**config.mk**
```make
export PLATFORM = sky130hd
export DESIGN_NAME = rcgf_top
export DESIGN_NICKNAME = d
export VERILOG_FILES = /design/src/design/rcgf_pkg.sv /design/src/design/rcgf_fifo.sv /design/src/design/rcgf_top.sv
export SDC_FILE = /design/constraint.sdc
export NUM_CORES = 1
export LEC_CHECK = 0
export BUFFER_PORTS_ARGS = -buffer_cell sky130_fd_sc_hd__buf_2
export CAP_MARGIN = 20
export CORE_ASPECT_RATIO = 0.6
export CORE_MARGIN = 2
export CORE_UTILIZATION = 45
export CTS_CLUSTER_DIAMETER = 60
export DETAILED_ROUTE_END_ITERATION = 10
export PLACE_DENSITY_LB_ADDON = 0.05
export SLEW_MARGIN = 40
export SYNTH_ARGS = -nofsm -noshare
export SYNTH_HDL_FRONTEND = slang
export SYNTH_SLANG_ARGS = --single-unit
export TNS_END_PERCENT = 1
```
**constraint.sdc**
```tcl
create_clock -name sys_clk -period 11.1 [get_ports sys_clk]
set_clock_uncertainty 0.15 [all_clocks]
set_input_delay 2.22 -clock sys_clk [delete_from_list [all_inputs] [get_ports sys_clk]]
set_output_delay 2.22 -clock sys_clk [all_outputs]
set_load 0.05 [all_outputs]
```
**src/design/rcgf_pkg.sv**
```systemverilog
// package: register map, field positions and constants of the cell insertion / flow nibble block
package rcgf_pkg;
    localparam logic [3:0] OFF_CTRL         = 4'h3;
    localparam logic [3:0] OFF_DATA_BYTE3   = 4'h4;
    localparam logic [3:0] OFF_DATA_BYTE2   = 4'h5;
    localparam logic [3:0] OFF_DATA_BYTE1   = 4'h6;
    localparam logic [3:0] OFF_DATA_BYTE0   = 4'h7;
    localparam int         CTRL_SOC_BIT     = 0;
    localparam int         CTRL_ROOM_BIT    = 1;
    localparam int         CTRL_INS_RST_BIT = 2;
    localparam int         CTRL_CLAV_BIT    = 3;
    localparam int         CTRL_EXT_RST_BIT = 4;
    localparam logic [7:0] CTRL_RESET       = 8'h14;
    localparam int         WORDS_PER_CELL   = 14;
    localparam int         INS_DEPTH        = 16;
    localparam int         NIBBLE_BITS      = 4;
    localparam logic [1:0] GFC_DIV_HALF     = 2'h1;

    typedef struct packed {
        logic        soc;
        logic [31:0] data;
    } rcgf_word_s;
endpackage

```
**src/design/rcgf_fifo.sv**
```systemverilog
// synchronous valid/ready fifo with parameterised width and depth
module rcgf_fifo #(
    parameter int WIDTH = 33,
    parameter int DEPTH = 16
) (
    input  wire logic             sys_clk,
    input  wire logic             rstn,
    input  wire logic             flush,
    input  wire logic [WIDTH-1:0] in_data,
    input  wire logic             in_valid,
    output logic                  in_ready,
    output logic [WIDTH-1:0]      out_data,
    output logic                  out_valid,
    input  wire logic             out_ready,
    output logic [$clog2(DEPTH):0] level
);
    localparam int AW = $clog2(DEPTH);
    logic [WIDTH-1:0] mem [DEPTH];
    logic [AW-1:0]    wr_reg;
    logic [AW-1:0]    wr_next;
    logic [AW-1:0]    rd_reg;
    logic [AW-1:0]    rd_next;
    logic [AW:0]      cnt_reg;
    logic [AW:0]      cnt_next;
    logic             push;
    logic             pop;

    always_comb
    begin
        push     = in_valid && in_ready;
        pop      = out_valid && out_ready;
        wr_next  = wr_reg + AW'(push);
        rd_next  = rd_reg + AW'(pop);
        cnt_next = cnt_reg + (AW+1)'(push) - (AW+1)'(pop);
        if (flush)
        begin
            wr_next  = '0;
            rd_next  = '0;
            cnt_next = '0;
        end
    end

    always_ff @(posedge sys_clk or negedge rstn)
    begin
        if (!rstn)
        begin
            wr_reg  <= '0;
            rd_reg  <= '0;
            cnt_reg <= '0;
        end
        else
        begin
            wr_reg  <= wr_next;
            rd_reg  <= rd_next;
            cnt_reg <= cnt_next;
        end
    end

    always_ff @(posedge sys_clk)
    begin
        if (push)
        begin
            mem[wr_reg] <= in_data;
        end
    end

    assign in_ready  = (cnt_reg != (AW+1)'(DEPTH));
    assign out_valid = (cnt_reg != '0);
    assign out_data  = mem[rd_reg];
    assign level     = cnt_reg;
endmodule

```
**src/design/rcgf_top.sv**
```systemverilog
// receive cell insertion register port, extraction readback and serial flow nibble output
module rcgf_top #(
    parameter int DEPTH = rcgf_pkg::INS_DEPTH
) (
    input  wire logic        sys_clk,
    input  wire logic        rstn,
    input  wire logic [3:0]  reg_addr,
    input  wire logic [7:0]  reg_wdata,
    input  wire logic        reg_wr,
    input  wire logic        reg_rd,
    output logic [7:0]       reg_rdata,
    output logic             ins_valid,
    input  wire logic        ins_ready,
    output logic [31:0]      ins_data,
    output logic             ins_soc,
    input  wire logic        ext_valid,
    input  wire logic [31:0] ext_data,
    output logic             ext_ready,
    input  wire logic        cell_hdr_valid,
    input  wire logic [3:0]  cell_hdr_nibble,
    output logic             flow_ctl_nibble_serial_out,
    output logic             flow_ctl_nibble_clock_out,
    output logic             flow_ctl_nibble_msb_marker
);
    localparam int LW = $clog2(DEPTH) + 1;

    logic [7:0]  ctrl_reg;
    logic [7:0]  ctrl_next;
    logic [23:0] hold_reg;
    logic [23:0] hold_next;
    logic [31:0] ext_word_reg;
    logic [31:0] ext_word_next;
    logic [7:0]  rdata_reg;
    logic [7:0]  rdata_next;
    logic        ext_ready_reg;
    logic        ext_ready_next;
    logic        room;
    logic        commit;
    logic        fifo_in_ready;
    logic        fifo_out_valid;
    logic [LW-1:0] level;
    rcgf_pkg::rcgf_word_s fifo_in;
    rcgf_pkg::rcgf_word_s fifo_out;

    // room exists while a whole cell of words still fits
    assign room   = (int'(level) + rcgf_pkg::WORDS_PER_CELL <= DEPTH);
    assign commit = reg_wr && reg_addr == rcgf_pkg::OFF_DATA_BYTE0;
    assign fifo_in = {ctrl_reg[rcgf_pkg::CTRL_SOC_BIT], hold_reg, reg_wdata};

    rcgf_fifo #(
        .WIDTH ($bits(rcgf_pkg::rcgf_word_s)),
        .DEPTH (DEPTH)
    ) u_fifo (
        .sys_clk   (sys_clk),
        .rstn      (rstn),
        .flush     (!ctrl_reg[rcgf_pkg::CTRL_INS_RST_BIT]),
        .in_data   (fifo_in),
        .in_valid  (commit),
        .in_ready  (fifo_in_ready),
        .out_data  (fifo_out),
        .out_valid (fifo_out_valid),
        .out_ready (ins_ready),
        .level     (level)
    );

    assign ins_valid = fifo_out_valid;
    assign ins_data  = fifo_out.data;
    assign ins_soc   = fifo_out.soc;
    assign ext_ready = ext_ready_reg;
    assign reg_rdata = rdata_reg;

    always_comb
    begin
        ctrl_next      = ctrl_reg;
        hold_next      = hold_reg;
        ext_word_next  = ext_word_reg;
        rdata_next     = rdata_reg;
        ext_ready_next = 1'b0;
        if (reg_wr)
        begin
            case (reg_addr)
                rcgf_pkg::OFF_CTRL:       ctrl_next = {3'h0, reg_wdata[4:0]};
                rcgf_pkg::OFF_DATA_BYTE3: hold_next[23:16] = reg_wdata;
                rcgf_pkg::OFF_DATA_BYTE2: hold_next[15:8] = reg_wdata;
                rcgf_pkg::OFF_DATA_BYTE1: hold_next[7:0] = reg_wdata;
                default:                  hold_next = hold_reg;
            endcase
        end
        ctrl_next[rcgf_pkg::CTRL_ROOM_BIT] = room;
        ctrl_next[rcgf_pkg::CTRL_CLAV_BIT] = ext_valid;
        if (reg_rd)
        begin
            case (reg_addr)
                rcgf_pkg::OFF_CTRL:       rdata_next = ctrl_reg;
                rcgf_pkg::OFF_DATA_BYTE3:
                begin
                    // byte 3 read latches a fresh extraction word and pops it
                    rdata_next     = ext_valid ? ext_data[31:24] : 8'h00;
                    ext_word_next  = ext_data;
                    ext_ready_next = ext_valid && !ext_ready_reg;
                end
                rcgf_pkg::OFF_DATA_BYTE2: rdata_next = ext_word_reg[23:16];
                rcgf_pkg::OFF_DATA_BYTE1: rdata_next = ext_word_reg[15:8];
                rcgf_pkg::OFF_DATA_BYTE0: rdata_next = ext_word_reg[7:0];
                default:                  rdata_next = 8'h00;
            endcase
        end
    end

    always_ff @(posedge sys_clk or negedge rstn)
    begin
        if (!rstn)
        begin
            ctrl_reg      <= rcgf_pkg::CTRL_RESET;
            hold_reg      <= 24'h000000;
            ext_word_reg  <= 32'h00000000;
            rdata_reg     <= 8'h00;
            ext_ready_reg <= 1'b0;
        end
        else
        begin
            ctrl_reg      <= ctrl_next;
            hold_reg      <= hold_next;
            ext_word_reg  <= ext_word_next;
            rdata_reg     <= rdata_next;
            ext_ready_reg <= ext_ready_next;
        end
    end

    // serial flow nibble port: clock is sys_clk/4, data changes at its rising edge
    typedef enum logic [0:0] { GF_IDLE, GF_SHIFT } rcgf_gfc_e;
    rcgf_gfc_e   gst_reg;
    rcgf_gfc_e   gst_next;
    logic [1:0]  div_reg;
    logic [1:0]  div_next;
    logic [3:0]  pend_reg;
    logic [3:0]  pend_next;
    logic        pend_v_reg;
    logic        pend_v_next;
    logic [3:0]  sh_reg;
    logic [3:0]  sh_next;
    logic [1:0]  bit_reg;
    logic [1:0]  bit_next;
    logic        sclk_reg;
    logic        sclk_next;
    logic        sdo_reg;
    logic        sdo_next;
    logic        msb_reg;
    logic        msb_next;
    logic        rise;
    always_comb
    begin
        div_next    = div_reg + 2'h1;
        rise        = (div_reg == rcgf_pkg::GFC_DIV_HALF);
        sclk_next   = div_next[1];
        gst_next    = gst_reg;
        pend_next   = pend_reg;
        pend_v_next = pend_v_reg;
        sh_next     = sh_reg;
        bit_next    = bit_reg;
        sdo_next    = sdo_reg;
        msb_next    = msb_reg;
        if (rise)
        begin
            case (gst_reg)
                GF_IDLE:
                begin
                    msb_next = 1'b0;
                    if (pend_v_reg)
                    begin
                        sdo_next    = pend_reg[3];
                        msb_next    = 1'b1;
                        sh_next     = {pend_reg[2:0], 1'b0};
                        bit_next    = 2'h1;
                        pend_v_next = 1'b0;
                        gst_next    = GF_SHIFT;
                    end
                end
                GF_SHIFT:
                begin
                    msb_next = 1'b0;
                    sdo_next = sh_reg[3];
                    sh_next  = {sh_reg[2:0], 1'b0};
                    bit_next = bit_reg + 2'h1;
                    if (bit_reg == 2'h3)
                    begin
                        // lsb is out; a pending nibble's msb follows at the next rise
                        gst_next = GF_IDLE;
                    end
                end
                default: gst_next = GF_IDLE;
            endcase
        end
        if (cell_hdr_valid)
        begin
            pend_next   = cell_hdr_nibble;
            pend_v_next = 1'b1;
        end
    end
    always_ff @(posedge sys_clk or negedge rstn)
    begin
        if (!rstn)
        begin
            gst_reg    <= GF_IDLE;
            div_reg    <= 2'h0;
            pend_reg   <= 4'h0;
            pend_v_reg <= 1'b0;
            sh_reg     <= 4'h0;
            bit_reg    <= 2'h0;
            sclk_reg   <= 1'b0;
            sdo_reg    <= 1'b0;
            msb_reg    <= 1'b0;
        end
        else
        begin
            gst_reg    <= gst_next;
            div_reg    <= div_next;
            pend_reg   <= pend_next;
            pend_v_reg <= pend_v_next;
            sh_reg     <= sh_next;
            bit_reg    <= bit_next;
            sclk_reg   <= sclk_next;
            sdo_reg    <= sdo_next;
            msb_reg    <= msb_next;
        end
    end
    assign flow_ctl_nibble_serial_out = sdo_reg;
    assign flow_ctl_nibble_clock_out  = sclk_reg;
    assign flow_ctl_nibble_msb_marker = msb_reg;
    property p_commit_soc;
        @(posedge sys_clk) disable iff (!rstn)
        (commit && fifo_in_ready && level == '0 && ctrl_reg[rcgf_pkg::CTRL_INS_RST_BIT])
        |=> (ins_valid && ins_soc == $past(ctrl_reg[rcgf_pkg::CTRL_SOC_BIT]));
    endproperty
    a_commit_soc: assert property (p_commit_soc) else $error("soc tag lost");
    property p_cont;
        @(posedge sys_clk) disable iff (!rstn)
        (commit && !ctrl_reg[rcgf_pkg::CTRL_SOC_BIT] && level == '0
         && ctrl_reg[rcgf_pkg::CTRL_INS_RST_BIT]) |=> !ins_soc;
    endproperty
    a_cont: assert property (p_cont) else $error("continuation tagged as start");
    property p_room;
        @(posedge sys_clk) disable iff (!rstn)
        (int'(level) > DEPTH - rcgf_pkg::WORDS_PER_CELL) |=> !ctrl_reg[rcgf_pkg::CTRL_ROOM_BIT];
    endproperty
    a_room: assert property (p_room) else $error("room shown while full");
    property p_word;
        @(posedge sys_clk) disable iff (!rstn)
        (commit && level == '0 && ctrl_reg[rcgf_pkg::CTRL_INS_RST_BIT])
        |=> ins_data == {$past(hold_reg), $past(reg_wdata)};
    endproperty
    a_word: assert property (p_word) else $error("word assembled wrongly");
    property p_ext;
        @(posedge sys_clk) disable iff (!rstn)
        (reg_rd && reg_addr == rcgf_pkg::OFF_DATA_BYTE2) |=> reg_rdata == $past(ext_word_reg[23:16]);
    endproperty
    a_ext: assert property (p_ext) else $error("read not from extraction word");
    property p_msb_start;
        @(posedge sys_clk) disable iff (!rstn)
        $rose(msb_reg) |-> $rose(sclk_reg);
    endproperty
    a_msb_start: assert property (p_msb_start) else $error("marker off clock edge");
    property p_msb_len;
        @(posedge sys_clk) disable iff (!rstn)
        $rose(msb_reg) |-> msb_reg[*4] ##1 !msb_reg;
    endproperty
    a_msb_len: assert property (p_msb_len) else $error("marker not one bit period");
    property p_data_edge;
        @(posedge sys_clk) disable iff (!rstn)
        $changed(sdo_reg) |-> $rose(sclk_reg);
    endproperty
    a_data_edge: assert property (p_data_edge) else $error("data moved off rising edge");
    property p_nibble;
        @(posedge sys_clk) disable iff (!rstn)
        (rise && gst_reg == GF_IDLE && pend_v_reg && !cell_hdr_valid)
        |=> sdo_reg == $past(pend_reg[3]) ##4 sdo_reg == $past(pend_reg[2], 5);
    endproperty
    a_nibble: assert property (p_nibble) else $error("nibble order wrong");
    c_cell_word: cover property (@(posedge sys_clk) disable iff (!rstn) commit && fifo_in_ready);
    c_full: cover property (@(posedge sys_clk) disable iff (!rstn) !room);
    c_msb: cover property (@(posedge sys_clk) disable iff (!rstn) $rose(msb_reg));
    c_ext_rd: cover property (@(posedge sys_clk) disable iff (!rstn) ext_ready_reg);
endmodule

```
=== Word-level counts from Yosys, hierarchy flattened ===
Memory sizes are Yosys's and may differ from the RTL's.
Cells that the tools add are included.

* Reduce and logical (&&, ||, !) cells: 14
* Magnitude comparators: 1
* Equality and inequality tests: 10
* Bitwise gates (word level): 1
* Add/subtract/negate cells: 7
* Muxes and demuxes: 22

{| class="wikitable"
|+ Operator list
! kind !! number
|-
| 8-bit case mux with 5 select lines || 1
|-
| 4-bit by 3-bit equality test with 1-bit output (second input constant) || 4
|-
| 2-bit AND reduction || 7
|-
| 4-bit two-way mux || 3
|-
| 1-bit two-way mux || 10
|-
| 4-bit by 1-bit adder with 4-bit output || 2
|-
| 8-bit two-way mux || 1
|-
| 4-bit case mux with 2 select lines || 1
|-
| 5-bit by 4-bit adder with 6-bit output (second input constant) || 1
|-
| 6-bit by 5-bit <= comparator with 1-bit output (second input constant) || 1
|-
| 1-bit case mux with 2 select lines || 3
|-
| 5-bit by 1-bit adder with 5-bit output || 1
|-
| 5-bit two-way mux || 1
|-
| 5-bit inequality test (second input constant) || 1
|-
| 5-bit nonzero test || 1
|-
| 5-bit by 1-bit subtractor with 5-bit output || 1
|-
| 2-bit by 1-bit adder with 2-bit output (second input constant) || 2
|-
| 4-bit by 2-bit equality test with 1-bit output (second input constant) || 1
|-
| 1-bit logical AND || 4
|-
| 2-bit inequality test (second input constant) || 2
|-
| 2-bit case mux with 2 select lines || 1
|-
| 2-bit by 1-bit equality test with 1-bit output (second input constant) || 1
|-
| 2-bit equality test (second input constant) || 1
|-
| 2-bit two-way mux || 1
|-
| 3 further kinds || 3
|}

* Bits of input ports: 55
* Bits in registers: 92
* Logic and storage cells: 76
* Memories: 1
* RAM bits: 528
* Output and inout bits: 46

{| class="wikitable"
|+ Memories
! memory !! words !! width !! read ports !! clocked after memory_dff !! write ports !! line !! source
|-
| u_fifo.mem || 16 || 33 || 1 || 0 || 1 || rcgf_fifo.sv:18 || <nowiki>logic [WIDTH-1:0] mem [DEPTH];</nowiki>
|}

=== Logic depth before layout (Yosys ltp) ===
* Depth after elaboration: 6
* Gate-level depth with buffers: 14
* Mapped depth without buffers: 14

=== Modules after synthesis ===
Synthesis repeated with hierarchy kept, for this count alone.

* Cells, all modules: 1152
* Area total of the unflattened synthesis: 24008.0 um2

{| class="wikitable"
|+ Modules (own cells, without submodules)
! module !! cells each !! area an instance (um2) !! instances !! seq. area each (um2)
|-
| rcgf_fifo || 897 || 20679.8 || 1 || 16180.5
|-
| rcgf_top || 255 || 3328.2 || 1 || 1929.4
|}

=== Worst setup path before layout ===
Ideal clock, no wire load.

* Path type: input to register
* From: input reg_addr[1]
* To: memory u_fifo.mem[1][0] (enable)
* Path buffers: 1
* Library setup time: 0.464 ns
* Required time: 10.486 ns
* Slack: 5.193 ns
* Stages on the path: 5
* Arrival: 5.292 ns
* Path through: buf_4 nand2_1 a211oi_2 nand3b_1 nor3_1

* Cells in the longest elaborated chain, start to end: 5

{| class="wikitable"
|+ RTL lines
! item !! line !! source
|-
| start: declaration || rcgf_top.sv:7 || <nowiki>input wire logic [3:0] reg_addr,</nowiki>
|-
| 4-bit by 3-bit equality test with 1-bit output || rcgf_top.sv:47 || <nowiki>assign commit = reg_wr && reg_addr == rcgf_pkg::OFF_DATA_BYTE0;</nowiki>
|-
| 1-bit logical AND || rcgf_top.sv:47 ||
|-
| 1-bit logical AND || rcgf_fifo.sv:30 || <nowiki>push = in_valid && in_ready;</nowiki>
|-
| 1-bit two-way mux || rcgf_fifo.sv:61 || <nowiki>if (push)</nowiki>
|-
| 1-bit two-way mux (implied by the code) || rcgf_fifo.sv:63 || <nowiki>mem[wr_reg] <= in_data;</nowiki>
|-
| end: declaration || rcgf_fifo.sv:18 ||
|}

Every way passes these cells.

=== Worst setup path in the final report ===
* From: register u_fifo.rd_reg[0]
* To: output ins_data[23]

* Cells in the longest elaborated chain, start to end: 1

{| class="wikitable"
|+ RTL lines
! item !! line !! source
|-
| start: declaration || rcgf_fifo.sv:21 || <nowiki>logic [AW-1:0] rd_reg;</nowiki>
|-
| start signal: assignment || rcgf_fifo.sv:54 || <nowiki>rd_reg <= rd_next;</nowiki>
|-
| memory 16 x 33 bit || -- ||
|-
| end: declaration || rcgf_top.sv:14 || <nowiki>output logic [31:0] ins_data,</nowiki>
|}

Every way passes these cells.

==> summary.md <==
| Metric | Value |
|---|---|
| Combinational power share | `15.6%` |
| Pleak | `0.009123 uW` |
| Pin count of the biggest net entering global routing | `89` |
| Clock root buffer | `clkbuf_16` |
| Synth Instances | `1,123` |
| Netlist Area Pre-Place | `23,870 sq um` |
| Clock-pin slew on the worst setup and hold paths | `60 ps` |
| Dpl cells | `1,901` |
| Design Area, Final | `27,170 sq um` |
| Worst IR Drop VDD | `0.1278 mV` |
| Port buffer count | `100` |
| Die H | `182.4 um` |
| R2r setup slk | `7470 ps` |
| TNS Setup | `0 ps` |
| Power share of the clock group | `33.3%` |
| Critical path's slowest cell | `dfrtp_4` |
| DIE AREA | `54,970 sq um` |
| Critical path buffer and inverter count | `3` |
| Post-CTS sizing | `0` |
| Synth-to-Final Area Change | `13.80%` |
| Drc violations | `0` |
| Core area | `52,460 sq um` |
| Max Cap Viol | `0` |
| Post-DP HPWL | `29,680 um` |
| Hold WS | `278.3 ps` |
| DP Worst Slack | `5550 ps` |
| First-pass GRT wire length | `82,830 um` |
| Adder-Cell Fraction of Synth Area | `0.9224%` |
| Post-synth EDFFs | `528` |
| Drt initial violations | `999` |
| DR vias/cell | `5.758` |
| Synth top area cells | `edfxtp_1 66%, mux4_2 12%, dfrtp_1 9.2%, a22oi_1 2.3%, mux2_2 1.9%` |
| Via count | `11,560` |
| Post-synth ARST share | `14.56%` |
| CP Capture Type | `primary output` |
| Final ANT Viol Nets | `0` |
| Simple-Gate Fraction of Synth Area | `2.149%` |
| Most frequent cell after synthesis | `edfxtp_1` |
| Seq pwr share | `51.1%` |
| Switch Pwr | `1434 uW` |
| Vias in the first global route | `12,020` |
| GPL Wtd Cong | `0.7737` |
| CP Data Required Time | `8730 ps` |
| Post CTS Setup Buffer Count | `0` |
| Peak Freq | `176.5 MHz` |
| Clk buf depth | `3` |
| Tmin final | `5667 ps` |
| Layout cells sized above 1 | `33.28%` |
| Hold path depth | `1` |
| Final Max Slew Viols | `0` |
| Layout fillers | `4,212` |
| #FFs+latches synth | `618` |
| Die Width | `301.4 um` |
| GR Util All Layers | `20.93%` |
| Xor-xnor portion of the synthesized cell area | `0.2935%` |
| Ant diodes | `0` |
| WP depth | `6` |
| Critical path data arrival time | `3300 ps` |
| Final setup violation count | `0` |
| Combinational family with the most area after synthesis | `multiplexers` |
| Worst Hold Class | `reg -> reg` |
| CP max stage delay | `720 ps` |
| Worst rel slew slack | `44.17%` |
| Final cell count without fillers | `2,007` |
| I/O Pins | `101` |
| Depth of the worst register-to-register path | `7` |
| Syn Nets | `1,195` |
| Num CTS Buffers | `57` |
| Synth cell types | `45` |
| CP Class | `reg -> out` |
| Post-synthesis sequential area ratio | `75.86%` |
| Post-synthesis mux area share | `15.72%` |
| Compound-Gate Fraction of Synth Area | `3.464%` |
| Cell family with most CP delay | `buffers and inverters` |
| Post-synth top area share | `66.42%` |
| Power density cells | `204.8 nW/um^2` |
| Net Sw Frac | `25.79%` |
| Ys flop type | `edfxtp_1` |
| Routed WL per cell | `27.92 um` |
| Drt first pass iters | `5` |
| Sink Count | `618` |
| GRT Residual Overflow | `0` |
| Syn. warnings | `0` |
| Outcome | `complete, no violations` |
| Synth top cells by count | `528 x edfxtp_1, 132 x mux4_2, 88 x dfrtp_1` |
| Nets@finish | `1,331` |
| Initial antenna violation count | `5` |
| Htree depth | `2` |
| Final hold viol count | `0` |
| Max reg flops | `528` |
| Initial core utilization | `45.51%` |
| Tcrit/Tclk final | `51.05%` |
| Cells along the critical path | `buf_12 > buf_16 > mux4_2 > a22oi_1 > nand2_1 > buf_2` |
| # hold bufs at CTS | `0` |
| Startpoint Class | `flop` |
| Mapped Avg Cell Area | `21.26 sq um` |
| Setup WS post-layout | `5433 ps` |
| CTS tree | `done` |
| RSZ-0062 raised after global routing | `false` |
| Area leader, netlist | `edfxtp_1` |
| Std cell rows | `65` |
| Placed cell area | `25,370 sq um` |
| Post-Route WL | `56,040 um` |
| Internal power | `4129 uW` |
| Latest clock arrival within the worst-skew pair | `590 ps` |
| Worst-path maximum fanout | `60` |
| Worst slew pin tran | `835.5 ps` |
## cells in the final DEF, fill, tap and decap left out, drive strengths merged, types with 6 or more instances in the layout
cell,instances
o22ai,7
nand2,43
edfxtp,528
clkbuf,77
a21oi,6
a22oi,74
o21ai,8
dfrtp,88
nor2,17
and2,14
ha,16
mux2,63
buf,133
mux4,132
inv,15
clkinv,22
## cell families after synthesis
| group | Yosys count |
|---|---|
| muxes | 195 |
| xor gates and xnor gates | 8 |
| DFF | 618 |
| buffers and inverters | 71 |
| AOI/OAI and AO/OA | 112 |
| and+or+nand+nor | 102 |
| adders and majority gates | 17 |
## power by group through the flow
stage	combinational (uW)	clock [uW]	sequential (uW)
CTS	876	1910	2840
floorplan	706	0	2830
global placement	838	0	2910
detailed placement	873	0	2890
finish	869	1850	2840
global route	938	2010	2870
## final timing paths
check	from	to
max	u_fifo.rd_reg[0]	ins_data[23]
min	div_reg[0]	div_reg[0]
max reg2reg	u_fifo.level[3]	u_fifo.mem[9][19]
min reg2reg	div_reg[0]	div_reg[0]
max in group asynchronous	rstn	u_fifo.rd_reg[0]
min in group asynchronous	rstn	pend_reg[0]
## routing by layer
| layer | share of wire (%) | global-route usage (%) | vias to the layer above |
|---|---|---|---|
| met2 | 44 | 30.55 | 325 |
| met1 | 49 | 33.06 | 6241 |
| li1 | - | - | 4912 |
| met3 | 5.5 | 3.667 | 75 |
| met4 | 1.6 | 4.378 | 4 |
| met5 | 0.041 | 0 | - |
## through the flow
step           total power (uW)  util [%]
6_report                   5563     51.79
5_1_grt                    5808     51.79
4_1_cts                    5628     51.67
3_5_place_dp               3764     48.36
3_3_place_gp               3747     48.22
2_1_floorplan              3540         -
## cell type report
| type | count | area (sq um) | area share [%] |
|---|---|---|---|
| clock buffers | 77 | 1531 | 5.637 |
| clock inverters | 27 | 205.2 | 0.7553 |
| inverters | 15 | 56.30 | 0.2072 |
| multi-input cells | 434 | 5530 | 20.36 |
| flip-flops and latches | 618 | 18120 | 66.69 |
| well taps | 703 | 879.6 | 3.238 |
| repair buffers | 133 | 847.1 | 3.118 |
Note: power is estimated with default switching activity, not from simulation.
